<file path="src/rtl/charge_attach_pkg.sv">
// shared constants, types and register map of the charge/attach indicator control
// assumes a single 50 MHz clock and an AXI4-Lite master for software access
package charge_attach_pkg;

    // clock and timebase
    localparam int unsigned CLK_PERIOD_NS = 20;
    localparam int unsigned TICK_NS = 1000000;
    localparam int unsigned TICK_CYCLES = TICK_NS / CLK_PERIOD_NS;

    // timed behaviour, counted in timebase ticks of one millisecond
    localparam int unsigned TICK_MS = TICK_NS / 1000000;
    localparam int unsigned ATTACH_HOLD_S = 25;
    localparam int unsigned ATTACH_HOLD_TICKS = ATTACH_HOLD_S * 1000 / TICK_MS;
    localparam int unsigned SAFETY_HOURS = 3;
    localparam int unsigned SAFETY_TICKS = SAFETY_HOURS * 3600 * 1000 / TICK_MS;
    localparam int unsigned DEGLITCH_MS = 8;
    localparam int unsigned DEGLITCH_TICKS = DEGLITCH_MS / TICK_MS;

    // register map, byte addresses
    localparam int AXI_AW = 8;
    localparam logic [AXI_AW-1:0] STATUS_OFS = 8'h00;
    localparam logic [AXI_AW-1:0] IRQ_STATUS_OFS = 8'h04;
    localparam logic [AXI_AW-1:0] IRQ_MASK_OFS = 8'h08;
    localparam logic [3:0] IRQ_MASK_RESET = 4'h0;
    localparam logic [1:0] RESP_OKAY = 2'h0;
    localparam logic [1:0] RESP_SLVERR = 2'h2;

    // event bits of the interrupt status and mask registers
    localparam int IRQ_ATTACH_BIT = 0;
    localparam int IRQ_EXPIRED_BIT = 1;
    localparam int IRQ_FAULT_BIT = 2;
    localparam int IRQ_CHARGE_BIT = 3;

    // status register fields
    localparam int ST_FLAG_BIT = 0;
    localparam int ST_FAULT_BIT = 1;
    localparam int ST_STOP_BIT = 2;
    localparam int ST_DETECT_BIT = 3;
    localparam int ST_CDPQUAL_BIT = 4;
    localparam int ST_MODE_LSB = 8;

    typedef enum logic [5:0] {
        MODE_OFF = 6'h01,
        MODE_CDP = 6'h02,
        MODE_SDP = 6'h04,
        MODE_DCP_AUTO = 6'h08,
        MODE_DCP_BC = 6'h10,
        MODE_DCP_DIV = 6'h20
    } mode_e;

    typedef enum logic [2:0] {
        SAFE_IDLE = 3'h1,
        SAFE_TIMING = 3'h2,
        SAFE_EXPIRED = 3'h4
    } safety_e;

    typedef struct packed {
        logic awvalid;
        logic [AXI_AW-1:0] awaddr;
        logic wvalid;
        logic [31:0] wdata;
        logic [3:0] wstrb;
        logic bready;
        logic arvalid;
        logic [AXI_AW-1:0] araddr;
        logic rready;
    } axi_req_s;

    typedef struct packed {
        logic awready;
        logic wready;
        logic bvalid;
        logic [1:0] bresp;
        logic arready;
        logic rvalid;
        logic [31:0] rdata;
        logic [1:0] rresp;
    } axi_rsp_s;

endpackage

</file>
<file path="src/rtl/charge_attach_indicator_control.sv">
// control and indication logic of a usb port charging controller
// assumes all pins synchronous to clk; analog comparators and detectors arrive as levels
// How it works
// - dedicated or charging-downstream mode pulls the flag while current exceeds threshold
// - charging-downstream flag needs the handshake done before current rose
// - sleeping battery host runs a three hour timer that stops charging
// - the safety timer starts only on a device attachment event
// - attach-detect enable low cancels the safety timer, running or not
// - flag releases on timeout or when current drops below threshold
// - attach detector runs only with attach enable high and enable low
// - an attachment pulls the flag for a 25 s hold, then releases
// - enable low turns off power switch, data switch and charger emulator
// - enable gates the attach detector, which runs only with enable low; attach enable governs it too
// - overcurrent, thermal and reverse-current events reach fault only after deglitch
// - flag pin is active-low open drain: pulls low or floats
// - 111 cdp, 110/010 sdp, 001 auto, 100 bc1.2, 101 divider
`timescale 1ns/1ps
`default_nettype none

module charge_attach_indicator_control
    import charge_attach_pkg::*;
#(
    parameter int unsigned TICK_LEN = TICK_CYCLES,
    parameter int unsigned HOLD_LEN = ATTACH_HOLD_TICKS,
    parameter int unsigned SAFETY_LEN = SAFETY_TICKS,
    parameter int unsigned DEGLITCH_LEN = DEGLITCH_TICKS
) (
    input wire logic clk,
    input wire logic rst_b,
    input wire axi_req_s axiReq,
    output axi_rsp_s axiRsp,
    input wire logic enable,
    input wire logic profileSelect0,
    input wire logic profileSelect1,
    input wire logic profileSelect2,
    input wire logic attachEn,
    input wire logic currentAbove,
    input wire logic handshakeDone,
    input wire logic sleepS45,
    input wire logic hostOnBattery,
    input wire logic attachSense,
    input wire logic overCurrent,
    input wire logic thermalShutdown,
    input wire logic reverseCurrent,
    output logic chargeAttachOut,
    output logic chargeAttachOe,
    output logic faultOut,
    output logic faultOe,
    output logic powerSwitchOn,
    output logic dataSwitchOn,
    output logic emulatorOn,
    output logic attachDetectorOn,
    output logic chargeStop,
    output logic irq
);

    function automatic mode_e decodeProfile(input logic [2:0] sel);
        unique case (sel)
            3'h7: decodeProfile = MODE_CDP;
            3'h6, 3'h2: decodeProfile = MODE_SDP;
            3'h1: decodeProfile = MODE_DCP_AUTO;
            3'h4: decodeProfile = MODE_DCP_BC;
            3'h5: decodeProfile = MODE_DCP_DIV;
            default: decodeProfile = MODE_OFF;
        endcase
    endfunction

    // reset release through two flops; assertion stays asynchronous
    logic [1:0] rstSync_q;
    logic rstSync_b;
    always_ff @(posedge clk or negedge rst_b) begin
        if (!rst_b) begin
            rstSync_q <= 2'h0;
        end else begin
            rstSync_q <= {rstSync_q[0], 1'b1};
        end
    end
    assign rstSync_b = rstSync_q[1];

    // profile decode and switch gating
    mode_e mode;
    logic isCdp, isDcp;
    assign mode = decodeProfile({profileSelect2, profileSelect1, profileSelect0});
    assign isCdp = (mode == MODE_CDP);
    assign isDcp = (mode == MODE_DCP_AUTO) || (mode == MODE_DCP_BC) || (mode == MODE_DCP_DIV);
    assign attachDetectorOn = attachEn && !enable;

    // millisecond timebase
    logic [31:0] tickCnt_q, tickCnt_d;
    logic tick;
    always_comb begin
        tick = (tickCnt_q == 32'(TICK_LEN - 1));
        tickCnt_d = tick ? 32'h0000_0000 : tickCnt_q + 32'h0000_0001;
    end

    // attach detection and hold
    logic attachSense_q, attachEvent;
    logic [31:0] holdCnt_q, holdCnt_d;
    logic holdActive;
    always_comb begin
        attachEvent = attachDetectorOn && attachSense && !attachSense_q;
        holdActive = (holdCnt_q != 32'h0000_0000);
        holdCnt_d = holdCnt_q;
        if (attachEvent) begin
            holdCnt_d = 32'(HOLD_LEN);
        end else if (holdActive && tick) begin
            holdCnt_d = holdCnt_q - 32'h0000_0001;
        end
    end

    // charging-downstream handshake qualification
    logic cdpQual_q, cdpQual_d;
    always_comb begin
        cdpQual_d = cdpQual_q;
        if (!enable || !isCdp) begin
            cdpQual_d = 1'b0;
        end else if (handshakeDone && !currentAbove) begin
            cdpQual_d = 1'b1;
        end
    end

    // end-of-charge safety timer
    safety_e safe_q, safe_d;
    logic [31:0] safeCnt_q, safeCnt_d;
    logic safeAllowed;
    always_comb begin
        safeAllowed = attachEn && sleepS45 && hostOnBattery;
        safe_d = safe_q;
        safeCnt_d = safeCnt_q;
        unique case (safe_q)
            SAFE_IDLE: begin
                safeCnt_d = 32'h0000_0000;
                if (safeAllowed && attachEvent) begin
                    safe_d = SAFE_TIMING;
                end
            end
            SAFE_TIMING: begin
                if (!safeAllowed) begin
                    safe_d = SAFE_IDLE;
                end else if (safeCnt_q == 32'(SAFETY_LEN)) begin
                    safe_d = SAFE_EXPIRED;
                end else if (tick) begin
                    safeCnt_d = safeCnt_q + 32'h0000_0001;
                end
            end
            SAFE_EXPIRED: begin
                if (!safeAllowed) begin
                    safe_d = SAFE_IDLE;
                end
            end
            default: safe_d = SAFE_IDLE;
        endcase
    end
    assign chargeStop = (safe_q == SAFE_EXPIRED);
    assign powerSwitchOn = enable && !chargeStop;
    assign dataSwitchOn = enable;
    assign emulatorOn = enable && (mode != MODE_OFF);

    // indication flag; released by timeout or low current
    logic chargingReq, flag_q, flag_d;
    always_comb begin
        chargingReq = enable && currentAbove && !chargeStop
            && (isDcp || (isCdp && cdpQual_q));
        flag_d = chargingReq || holdActive || attachEvent;
    end
    assign chargeAttachOut = 1'b0;
    assign chargeAttachOe = flag_q;

    // fault deglitch: set only after a sustained event, release at once
    logic faultRaw, fault_q, fault_d;
    logic [31:0] faultCnt_q, faultCnt_d;
    always_comb begin
        faultRaw = overCurrent || thermalShutdown || reverseCurrent;
        faultCnt_d = faultCnt_q;
        fault_d = fault_q;
        if (!faultRaw) begin
            faultCnt_d = 32'h0000_0000;
            fault_d = 1'b0;
        end else if (faultCnt_q == 32'(DEGLITCH_LEN)) begin
            fault_d = 1'b1;
        end else if (tick) begin
            faultCnt_d = faultCnt_q + 32'h0000_0001;
        end
    end
    assign faultOut = 1'b0;
    assign faultOe = fault_q;

    // interrupt events; a set in the same cycle as a clear wins
    logic [3:0] irqStat_q, irqStat_d, irqMask_q, irqMask_d, irqEvent;
    logic chargingReq_q;
    logic awHeld_q, awHeld_d, wHeld_q, wHeld_d, bvalid_q, bvalid_d, rvalid_q, rvalid_d;
    logic [AXI_AW-1:0] awAddr_q, awAddr_d;
    logic [31:0] wData_q, wData_d, rdata_q, rdata_d;
    logic [3:0] wStrb_q, wStrb_d;
    logic [1:0] bresp_q, bresp_d, rresp_q, rresp_d;
    logic doWrite, doRead;
    always_comb begin
        irqEvent = 4'h0;
        irqEvent[IRQ_ATTACH_BIT] = attachEvent;
        irqEvent[IRQ_EXPIRED_BIT] = (safe_q == SAFE_TIMING) && (safe_d == SAFE_EXPIRED);
        irqEvent[IRQ_FAULT_BIT] = fault_d && !fault_q;
        irqEvent[IRQ_CHARGE_BIT] = chargingReq && !chargingReq_q;
    end

    // axi4-lite slave: address and data taken in either order, one write and read at a time
    always_comb begin
        axiRsp.awready = !awHeld_q && !bvalid_q;
        axiRsp.wready = !wHeld_q && !bvalid_q;
        axiRsp.arready = !rvalid_q;
        axiRsp.bvalid = bvalid_q;
        axiRsp.bresp = bresp_q;
        axiRsp.rvalid = rvalid_q;
        axiRsp.rdata = rdata_q;
        axiRsp.rresp = rresp_q;
        doWrite = awHeld_q && wHeld_q && !bvalid_q;
        doRead = axiReq.arvalid && !rvalid_q;
        awHeld_d = awHeld_q;
        wHeld_d = wHeld_q;
        awAddr_d = awAddr_q;
        wData_d = wData_q;
        wStrb_d = wStrb_q;
        bvalid_d = bvalid_q;
        bresp_d = bresp_q;
        rvalid_d = rvalid_q;
        rdata_d = rdata_q;
        rresp_d = rresp_q;
        irqMask_d = irqMask_q;
        irqStat_d = irqStat_q;
        if (axiReq.awvalid && axiRsp.awready) begin
            awHeld_d = 1'b1;
            awAddr_d = axiReq.awaddr;
        end
        if (axiReq.wvalid && axiRsp.wready) begin
            wHeld_d = 1'b1;
            wData_d = axiReq.wdata;
            wStrb_d = axiReq.wstrb;
        end
        if (doWrite) begin
            awHeld_d = 1'b0;
            wHeld_d = 1'b0;
            bvalid_d = 1'b1;
            bresp_d = RESP_OKAY;
            unique case ({awAddr_q[AXI_AW-1:2], 2'h0})
                STATUS_OFS: ;
                IRQ_STATUS_OFS: begin
                    if (wStrb_q[0]) begin
                        irqStat_d = irqStat_q & ~wData_q[3:0];
                    end
                end
                IRQ_MASK_OFS: begin
                    if (wStrb_q[0]) begin
                        irqMask_d = wData_q[3:0];
                    end
                end
                default: bresp_d = RESP_SLVERR;
            endcase
        end
        irqStat_d = irqStat_d | irqEvent;
        if (bvalid_q && axiReq.bready) begin
            bvalid_d = 1'b0;
        end
        if (rvalid_q && axiReq.rready) begin
            rvalid_d = 1'b0;
        end
        if (doRead) begin
            rvalid_d = 1'b1;
            rresp_d = RESP_OKAY;
            rdata_d = 32'h0000_0000;
            unique case ({axiReq.araddr[AXI_AW-1:2], 2'h0})
                STATUS_OFS: begin
                    rdata_d[ST_FLAG_BIT] = flag_q;
                    rdata_d[ST_FAULT_BIT] = fault_q;
                    rdata_d[ST_STOP_BIT] = chargeStop;
                    rdata_d[ST_DETECT_BIT] = attachDetectorOn;
                    rdata_d[ST_CDPQUAL_BIT] = cdpQual_q;
                    rdata_d[ST_MODE_LSB +: 6] = mode;
                end
                IRQ_STATUS_OFS: rdata_d[3:0] = irqStat_q;
                IRQ_MASK_OFS: rdata_d[3:0] = irqMask_q;
                default: rresp_d = RESP_SLVERR;
            endcase
        end
    end
    assign irq = |(irqStat_q & irqMask_q);

    always_ff @(posedge clk or negedge rstSync_b) begin
        if (!rstSync_b) begin
            tickCnt_q <= 32'h0000_0000;
            attachSense_q <= 1'b0;
            holdCnt_q <= 32'h0000_0000;
            cdpQual_q <= 1'b0;
            safe_q <= SAFE_IDLE;
            safeCnt_q <= 32'h0000_0000;
            flag_q <= 1'b0;
            faultCnt_q <= 32'h0000_0000;
            fault_q <= 1'b0;
            chargingReq_q <= 1'b0;
            irqStat_q <= 4'h0;
            irqMask_q <= IRQ_MASK_RESET;
            awHeld_q <= 1'b0;
            wHeld_q <= 1'b0;
            awAddr_q <= '0;
            wData_q <= 32'h0000_0000;
            wStrb_q <= 4'h0;
            bvalid_q <= 1'b0;
            bresp_q <= RESP_OKAY;
            rvalid_q <= 1'b0;
            rdata_q <= 32'h0000_0000;
            rresp_q <= RESP_OKAY;
        end else begin
            tickCnt_q <= tickCnt_d;
            attachSense_q <= attachSense;
            holdCnt_q <= holdCnt_d;
            cdpQual_q <= cdpQual_d;
            safe_q <= safe_d;
            safeCnt_q <= safeCnt_d;
            flag_q <= flag_d;
            faultCnt_q <= faultCnt_d;
            fault_q <= fault_d;
            chargingReq_q <= chargingReq;
            irqStat_q <= irqStat_d;
            irqMask_q <= irqMask_d;
            awHeld_q <= awHeld_d;
            wHeld_q <= wHeld_d;
            awAddr_q <= awAddr_d;
            wData_q <= wData_d;
            wStrb_q <= wStrb_d;
            bvalid_q <= bvalid_d;
            bresp_q <= bresp_d;
            rvalid_q <= rvalid_d;
            rdata_q <= rdata_d;
            rresp_q <= rresp_d;
        end
    end
endmodule

`default_nettype wire

</file>
<file path="config.mk">
export PLATFORM = sky130hd
export DESIGN_NAME = charge_attach_indicator_control
export DESIGN_NICKNAME = d
export VERILOG_FILES = /design/src/rtl/charge_attach_pkg.sv /design/src/rtl/charge_attach_indicator_control.sv
export SDC_FILE = /design/constraint.sdc
export NUM_CORES = 1
export LEC_CHECK = 0
export BUFFER_PORTS_ARGS = -buffer_cell sky130_fd_sc_hd__buf_2
export CORE_MARGIN = 2
export CORE_UTILIZATION = 30
export CTS_CLUSTER_DIAMETER = 100
export DETAILED_ROUTE_END_ITERATION = 7
export REMOVE_ABC_BUFFERS = 1
export SLEW_MARGIN = 30
export SYNTH_ARGS = -nofsm -noshare
export SYNTH_HDL_FRONTEND = slang
export SYNTH_SLANG_ARGS = --single-unit
</file>
<file path="constraint.sdc">
create_clock -name clk -period 13.4 [get_ports clk]
set_input_delay 2.68 -clock clk [delete_from_list [all_inputs] [get_ports clk]]
set_output_delay 2.68 -clock clk [all_outputs]
set_load 0.01 [all_outputs]
</file>
==> results of run 1 <==
==> cells by family (layout without fill, tap and decap cells) <==
logic type / after synthesis / after routing / synth area share
xor+xnor: 35 / 35 / 0.0332
compound gates: 180 / 180 / 0.120
mux: 34 / 34 / 0.0392
simple gates: 446 / 446 / 0.277
flops: 174 / 174 / 0.472
buf+inv: 93 / 127 / 0.0502
fa+ha+maj: 6 / 6 / 0.00814
other cells: 2 / 26 / 0.000814
==> critical path, cell delays in order <==
cell and delay (ns):
buf_2 0.12, nor2b_1 0.31, buf_2 0.20
==> area by class of cell <==
type	count	area, um2	area share
clock buffers	18	429	0.0412
well taps	396	495	0.0476
multi-input cells	727	4520	0.434
flip-flops and latches	174	4360	0.419
repair buffers	68	367	0.0352
inverters	27	101	0.00973
clock inverters	14	144	0.0138
==> flip-flops by register name, indices dropped and copies added (netlist names), 2 cells and up <==
signal and cells:
safe_q 3, irqStat_q 4, rdata_q 11, holdCnt_q 32
rstSync_q 2, faultCnt_q 32, tickCnt_q 32, irqMask_q 4
awAddr_q 6, safeCnt_q 32, wData_q 4
==> per-layer routing <==
metal / GRT usage / routed length [um] / vias to the layer above
met2: 0.222 / 10300 / 103
li1: - / - / 3644
met4: 0.0360 / 216 / 0
met5: 0 / 0 / -
met1: 0.176 / 9880 / 3737
met3: 0.0251 / 517 / 12
==> how the worst max path moves through the flow <==
stage	end	slack, ns
final	attachDetectorOn	7.40
after global routing	attachDetectorOn	7.30
after CTS	attachDetectorOn	7.36
after detailed placement	attachDetectorOn	7.35
after global placement	attachDetectorOn	7.38
after floorplan	emulatorOn	7.67
==> synthesized netlist by cell type (16+ instances only) <==
| master | count | share of area |
|---|---|---|
| inv_1 | 27 | 0.011 |
| nand4_1 | 33 | 0.022 |
| nand2_1 | 77 | 0.031 |
| clkbuf_1 | 34 | 0.014 |
| nor4_1 | 33 | 0.022 |
| a21oi_1 | 67 | 0.036 |
| o31ai_1 | 26 | 0.021 |
| o21ai_0 | 43 | 0.023 |
| or3_1 | 40 | 0.027 |
| nand2b_1 | 16 | 0.011 |
| mux2_2 | 17 | 0.021 |
| nand3_1 | 59 | 0.032 |
| or4_1 | 34 | 0.028 |
| mux2i_1 | 17 | 0.018 |
| nor3_1 | 16 | 0.0087 |
| nor2_1 | 57 | 0.023 |
| buf_4 | 28 | 0.023 |
| xnor2_1 | 20 | 0.019 |
| dfrtp_1 | 173 | 0.47 |
| and3_1 | 16 | 0.011 |
==> report_power, final <==
group / switching (mW) / total (mW) / internal, mW
Combinational: 0.0600 / 0.114 / 0.0538
Sequential: 0.0286 / 0.589 / 0.560
Clock: 0.226 / 0.489 / 0.263
==> impl_metrics.env, run 1 <==
export IMPL_status="completed"
export IMPL_placed_cell_area_um2=9810
export IMPL_worstSetupStartpoint="enable"
export IMPL_fillers=3120
export IMPL_crit_type="in2out"
export IMPL_place_inst=1391
export IMPL_ys_flop_type="dfrtp_1"
export IMPL_via_count=7496
export IMPL_drt_initial_drc_count=532
export IMPL_clk_path_buf_depth=2
export IMPL_reg2reg_depth=6
export IMPL_utilization=0.342
export IMPL_hpwl_mm=14.2
export IMPL_syn_inst=970
export IMPL_io_pins=123
export IMPL_synth_edf_count=0
export IMPL_ir_worst_vdd_mv=0.0839
export IMPL_p_total_mw=1.19
export IMPL_cts_sinks=174
export IMPL_required_ns=10.72
export IMPL_ys_seq_area_frac=0.472
export IMPL_yosys_register_bits=174
export IMPL_remaining_drc_errors=0
export IMPL_cts_tree="done"
export IMPL_maxCapViolCount=0
export IMPL_fin_cells=1424
export IMPL_row_count=64
export IMPL_min_period_ns=6.00
export IMPL_ctsHoldBuffers=0
export IMPL_wl_per_cell_um=14.7
export IMPL_worst_hold_slack_ns=0.285
export IMPL_h_tree_depth=4
export IMPL_numCtsBuffers=17
export IMPL_routed_wl_mm=20.9
export IMPL_tns_ns=0
export IMPL_finalHoldViolations=0
export IMPL_diodes=0
export IMPL_ys_types=63
export IMPL_die_w_um=179
export IMPL_postCtsSetupBuffers=0
export IMPL_fmax_mhz=167
export IMPL_synthArstFlopShare=1.00
export IMPL_grt_usage=0.133
export IMPL_ctsResizeCount=0
export IMPL_slew_violations=0
export IMPL_clk_pin_slew_ns=0.07
export IMPL_layout_common_cells="dfrtp_1 (172), nand2_1 (77), a21oi_1 (67), buf_2 (62), nand3_1 (59)"
export IMPL_r2r_start="tickCnt_q[0]"
export IMPL_final_common_cell="dfrtp_1"
export IMPL_grt_pass1_wl_mm=35.0
export IMPL_start_util=0.303
export IMPL_grt_pass1_vias=7118
export IMPL_vias_per_cell=5.26
export IMPL_holdCritPathClass="reg2async"
export IMPL_start_kind="input port"
export IMPL_route_antenna_remaining_nets=0
export IMPL_p_leak_nw=4.38
export IMPL_yosysWarningCount=0
export IMPL_grt_max_degree=73
export IMPL_port_buffers=62
export IMPL_place_ws_ns=7.35
export IMPL_p_per_area_nw_per_um2=114
export IMPL_crit_fanout=5
export IMPL_antenna_found_initial=0
export IMPL_rsz0062_at_grt="no"
export IMPL_overflow=0
export IMPL_cts_root_buffer="clkbuf_16"
export IMPL_fin_skew_ns=0.0141
export IMPL_cp_arrival_ns=3.32
export IMPL_netlist_area_um2=9220
export IMPL_finalSetupViolCount=0
export IMPL_globalplace_congestion=0.798
export IMPL_core_um2=30400
export IMPL_r2r_setup_slack_ns=10.34
export IMPL_die_y_um=179
export IMPL_syn2layout_area_growth_pct=12.9
export IMPL_avgSynthCellArea_um2=9.51
export IMPL_nets=1093
export IMPL_r2r_end="safeCnt_q[26]"
export IMPL_clk_latency_ns=0.44
export IMPL_tightest_slew_ns=0.831
export IMPL_endpoint_kind="primary output"
export IMPL_period_share=0.448
export IMPL_firstDrtPassIters=5
export IMPL_finalWorstSetupSlack_ns=7.40
export IMPL_postLayoutCellArea_um2=10400
export IMPL_slew_headroom=0.441
export IMPL_dieArea_um2=32200
export IMPL_drive_gt1_frac=0.135
No activity file was read; power rests on OpenSTA's default activity.
==> run 2, diff against run 1 <==
ABC_AREA = 1   (was unset)
clock period = 4.95 ns   (was 13.4 ns; I/O delays follow)
==> run 2 against run 1 <==
  * Synthesized area is 21% higher
  * Sequential share of layout area is 6.8 points lower
  * Sequential power grew to 2.9 times the previous value
  * Worst hold slack worse by 0.011 ns
  * Power grew to 3.0 times the previous value
  * Flip-flop and latch count stayed put
  * Design area is 19% higher
  * Routed wire length is 35% higher
  * Cell count is 55% higher
  * Critical path depth is 7 higher
  * Critical endpoint is now safeCnt_q[1]
==> impl_metrics.env, run 2 <==
export IMPL_synth_top_area_share=0.387
export IMPL_start_kind="register"
export IMPL_diodes=0
export IMPL_routed_wl_mm=28.1
export IMPL_grt_pass1_wl_mm=48.1
export IMPL_crit_type="reg2reg"
export IMPL_utilization=0.339
export IMPL_drive_gt1_frac=0.0886
export IMPL_ctsResizeCount=0
export IMPL_ir_worst_vdd_mv=0.249
export IMPL_finalSetupViolCount=0
export IMPL_clk_latency_ns=0.45
export IMPL_clk_path_buf_depth=2
export IMPL_h_tree_depth=4
export IMPL_port_buffers=62
export IMPL_globalplace_congestion=0.917
export IMPL_maxCapViolCount=0
export IMPL_place_inst=2174
export IMPL_tightest_slew_ns=0.820
export IMPL_yosysWarningCount=0
export IMPL_slew_headroom=0.453
export IMPL_worst_hold_slack_ns=0.274
export IMPL_postLayoutCellArea_um2=12400
export IMPL_ys_types=43
export IMPL_ys_flop_type="dfrtp_1"
export IMPL_nets=1803
export IMPL_required_ns=5.29
export IMPL_synth_most_common_cell="nand2_1"
export IMPL_die_y_um=197
export IMPL_cp_arrival_ns=3.05
export IMPL_route_antenna_remaining_nets=0
export IMPL_syn_inst=1674
export IMPL_cts_tree="done"
export IMPL_cpPeakStageDelay_ns=0.55
export IMPL_antenna_found_initial=0
export IMPL_grt_pass1_vias=9914
export IMPL_slew_violations=0
export IMPL_finalHoldViolations=0
export IMPL_synth_edf_count=0
export IMPL_dieArea_um2=38900
export IMPL_grt_max_degree=141
export IMPL_cts_root_buffer="clkbuf_16"
export IMPL_p_per_area_nw_per_um2=292
export IMPL_period_share=0.547
export IMPL_row_count=70
export IMPL_layout_common_cells="nand2_1 (563), nor2_1 (317), dfrtp_1 (172), inv_1 (155), nand3_1 (154)"
export IMPL_remaining_drc_errors=0
export IMPL_vias_per_cell=4.62
export IMPL_postCtsSetupBuffers=0
export IMPL_synth_common_cells="nand2_1 (564), nor2_1 (317), dfrtp_1 (173)"
export IMPL_via_count=10200
export IMPL_place_ws_ns=1.94
export IMPL_wl_per_cell_um=12.7
export IMPL_finalWorstSetupSlack_ns=2.24
export IMPL_final_common_cell="nand2_1"
export IMPL_status="completed"
export IMPL_rsz0062_at_grt="no"
export IMPL_drt_initial_drc_count=680
export IMPL_crit_fanout=33
export IMPL_endpoint_kind="register"
export IMPL_firstDrtPassIters=5
export IMPL_critical_path_top_delay_family="simple AND/OR/NAND/NOR gates"
export IMPL_p_leak_nw=5.89
export IMPL_netlist_area_um2=11200
export IMPL_slowest_stage="nand2_2"
export IMPL_core_um2=36700
export IMPL_fin_cells=2206
export IMPL_min_period_ns=2.71
export IMPL_io_pins=123
export IMPL_die_w_um=197
export IMPL_hpwl_mm=20.9
export IMPL_synthTopCellsByArea="dfrtp_1 (39%), nand2_1 (19%), nor2_1 (11%)"
export IMPL_placed_cell_area_um2=11800
export IMPL_start_util=0.305
export IMPL_path_cells="ha_1 -> nand3_2 -> inv_2 -> nand3_1 -> nor2_2 -> nand3_1 -> nand2_2 -> nand2_2 -> nand2_1 -> nand2_1"
export IMPL_cts_sinks=174
export IMPL_fmax_mhz=369
export IMPL_holdCritPathClass="reg2async"
export IMPL_synth_top_cell_by_area="dfrtp_1"
export IMPL_cp_num_buf_inv=1
export IMPL_syn2layout_area_growth_pct=11.1
export IMPL_clk_pin_slew_ns=0.07
export IMPL_numCtsBuffers=17
export IMPL_ctsHoldBuffers=0
export IMPL_overflow=0
export IMPL_synthArstFlopShare=1.00
export IMPL_avgSynthCellArea_um2=6.69
export IMPL_yosys_register_bits=174
export IMPL_ys_seq_area_frac=0.389
export IMPL_fin_skew_ns=0.0128
export IMPL_grt_usage=0.152
[run 2: cell types whose count changed in the layout (fill, tap and decap cells not counted), moves of 24 or more]
cell,before,now
nor4_1,33,1
nor2_1,57,317
or4_1,34,0
a21oi_1,67,13
nand3_1,59,154
o31ai_1,26,2
or3_1,40,0
xor2_1,15,44
nand2_1,77,563
inv_1,27,155
[run 2: cell type report]
type / count / area, um2
Clock buffer: 17 / 425
Clock inverter: 15 / 168
Fill cell: 3974 / 24300
Inverter: 158 / 593
Multi-Input combinational cell: 1305 / 5930
Sequential cell: 174 / 4360
Tap cell: 468 / 586
Timing Repair Buffer: 69 / 375
[run 2: metal layers]
metal / routed length (um) / global-route usage
met5: 0 / 0
met4: 513 / 0.0510
met3: 733 / 0.0213
met2: 13200 / 0.255
met1: 13700 / 0.202
[run 2: final timing paths]
kind	start	end	slack, ns	cells after the start
hold / removal	rstSync_q[1]	faultCnt_q[29]	0.27	0
min in group clk	rstSync_q[0]	rstSync_q[1]	0.36	0
hold reg to reg	rstSync_q[1]	faultCnt_q[29]	0.27	0
max in group asynchronous	rstSync_q[1]	safeCnt_q[6]	3.52	1
setup / recovery	tickCnt_q[0]	safeCnt_q[1]	2.24	10
setup reg to reg	tickCnt_q[0]	safeCnt_q[1]	2.24	10
[run 2: logic make-up (layout without fill, tap and decap cells)]
kind of cell,Yosys count,after routing,synth area share
multiplexers,5,5,0.00503
other,2,26,0.000671
buffers and inverters,219,259,0.0898
XOR/XNOR,59,59,0.0462
flip-flops,174,174,0.389
AND/OR/NAND/NOR,1130,1130,0.419
AO/OA/AOI/OAI,79,79,0.0440
adder cells (fa/ha/maj),6,6,0.00670
[run 2: report_power, final]
group	internal (mW)	switching [mW]
registers	1.57	0.144
clock network	0.679	0.686
logic	0.206	0.343
total	2.46	1.17
[run 2: worst reg2reg max path, delay by kind of cell, from the launching register on]
| family | cells | cell delay, ns |
|---|---|---|
| adders and majority gates | 1 | 0.22 |
| buffers and inverters | 1 | 0.13 |
| DFF | 1 | 0.41 |
| and+or+nand+nor | 8 | 1.83 |
[run 2: through the flow]
stage,total power [mW],TNS (ns)
final,3.63,0
after global placement,2.28,0
after global routing,3.85,0
after floorplan,2.12,-43.72
after detailed placement,2.30,0
after CTS,3.68,0
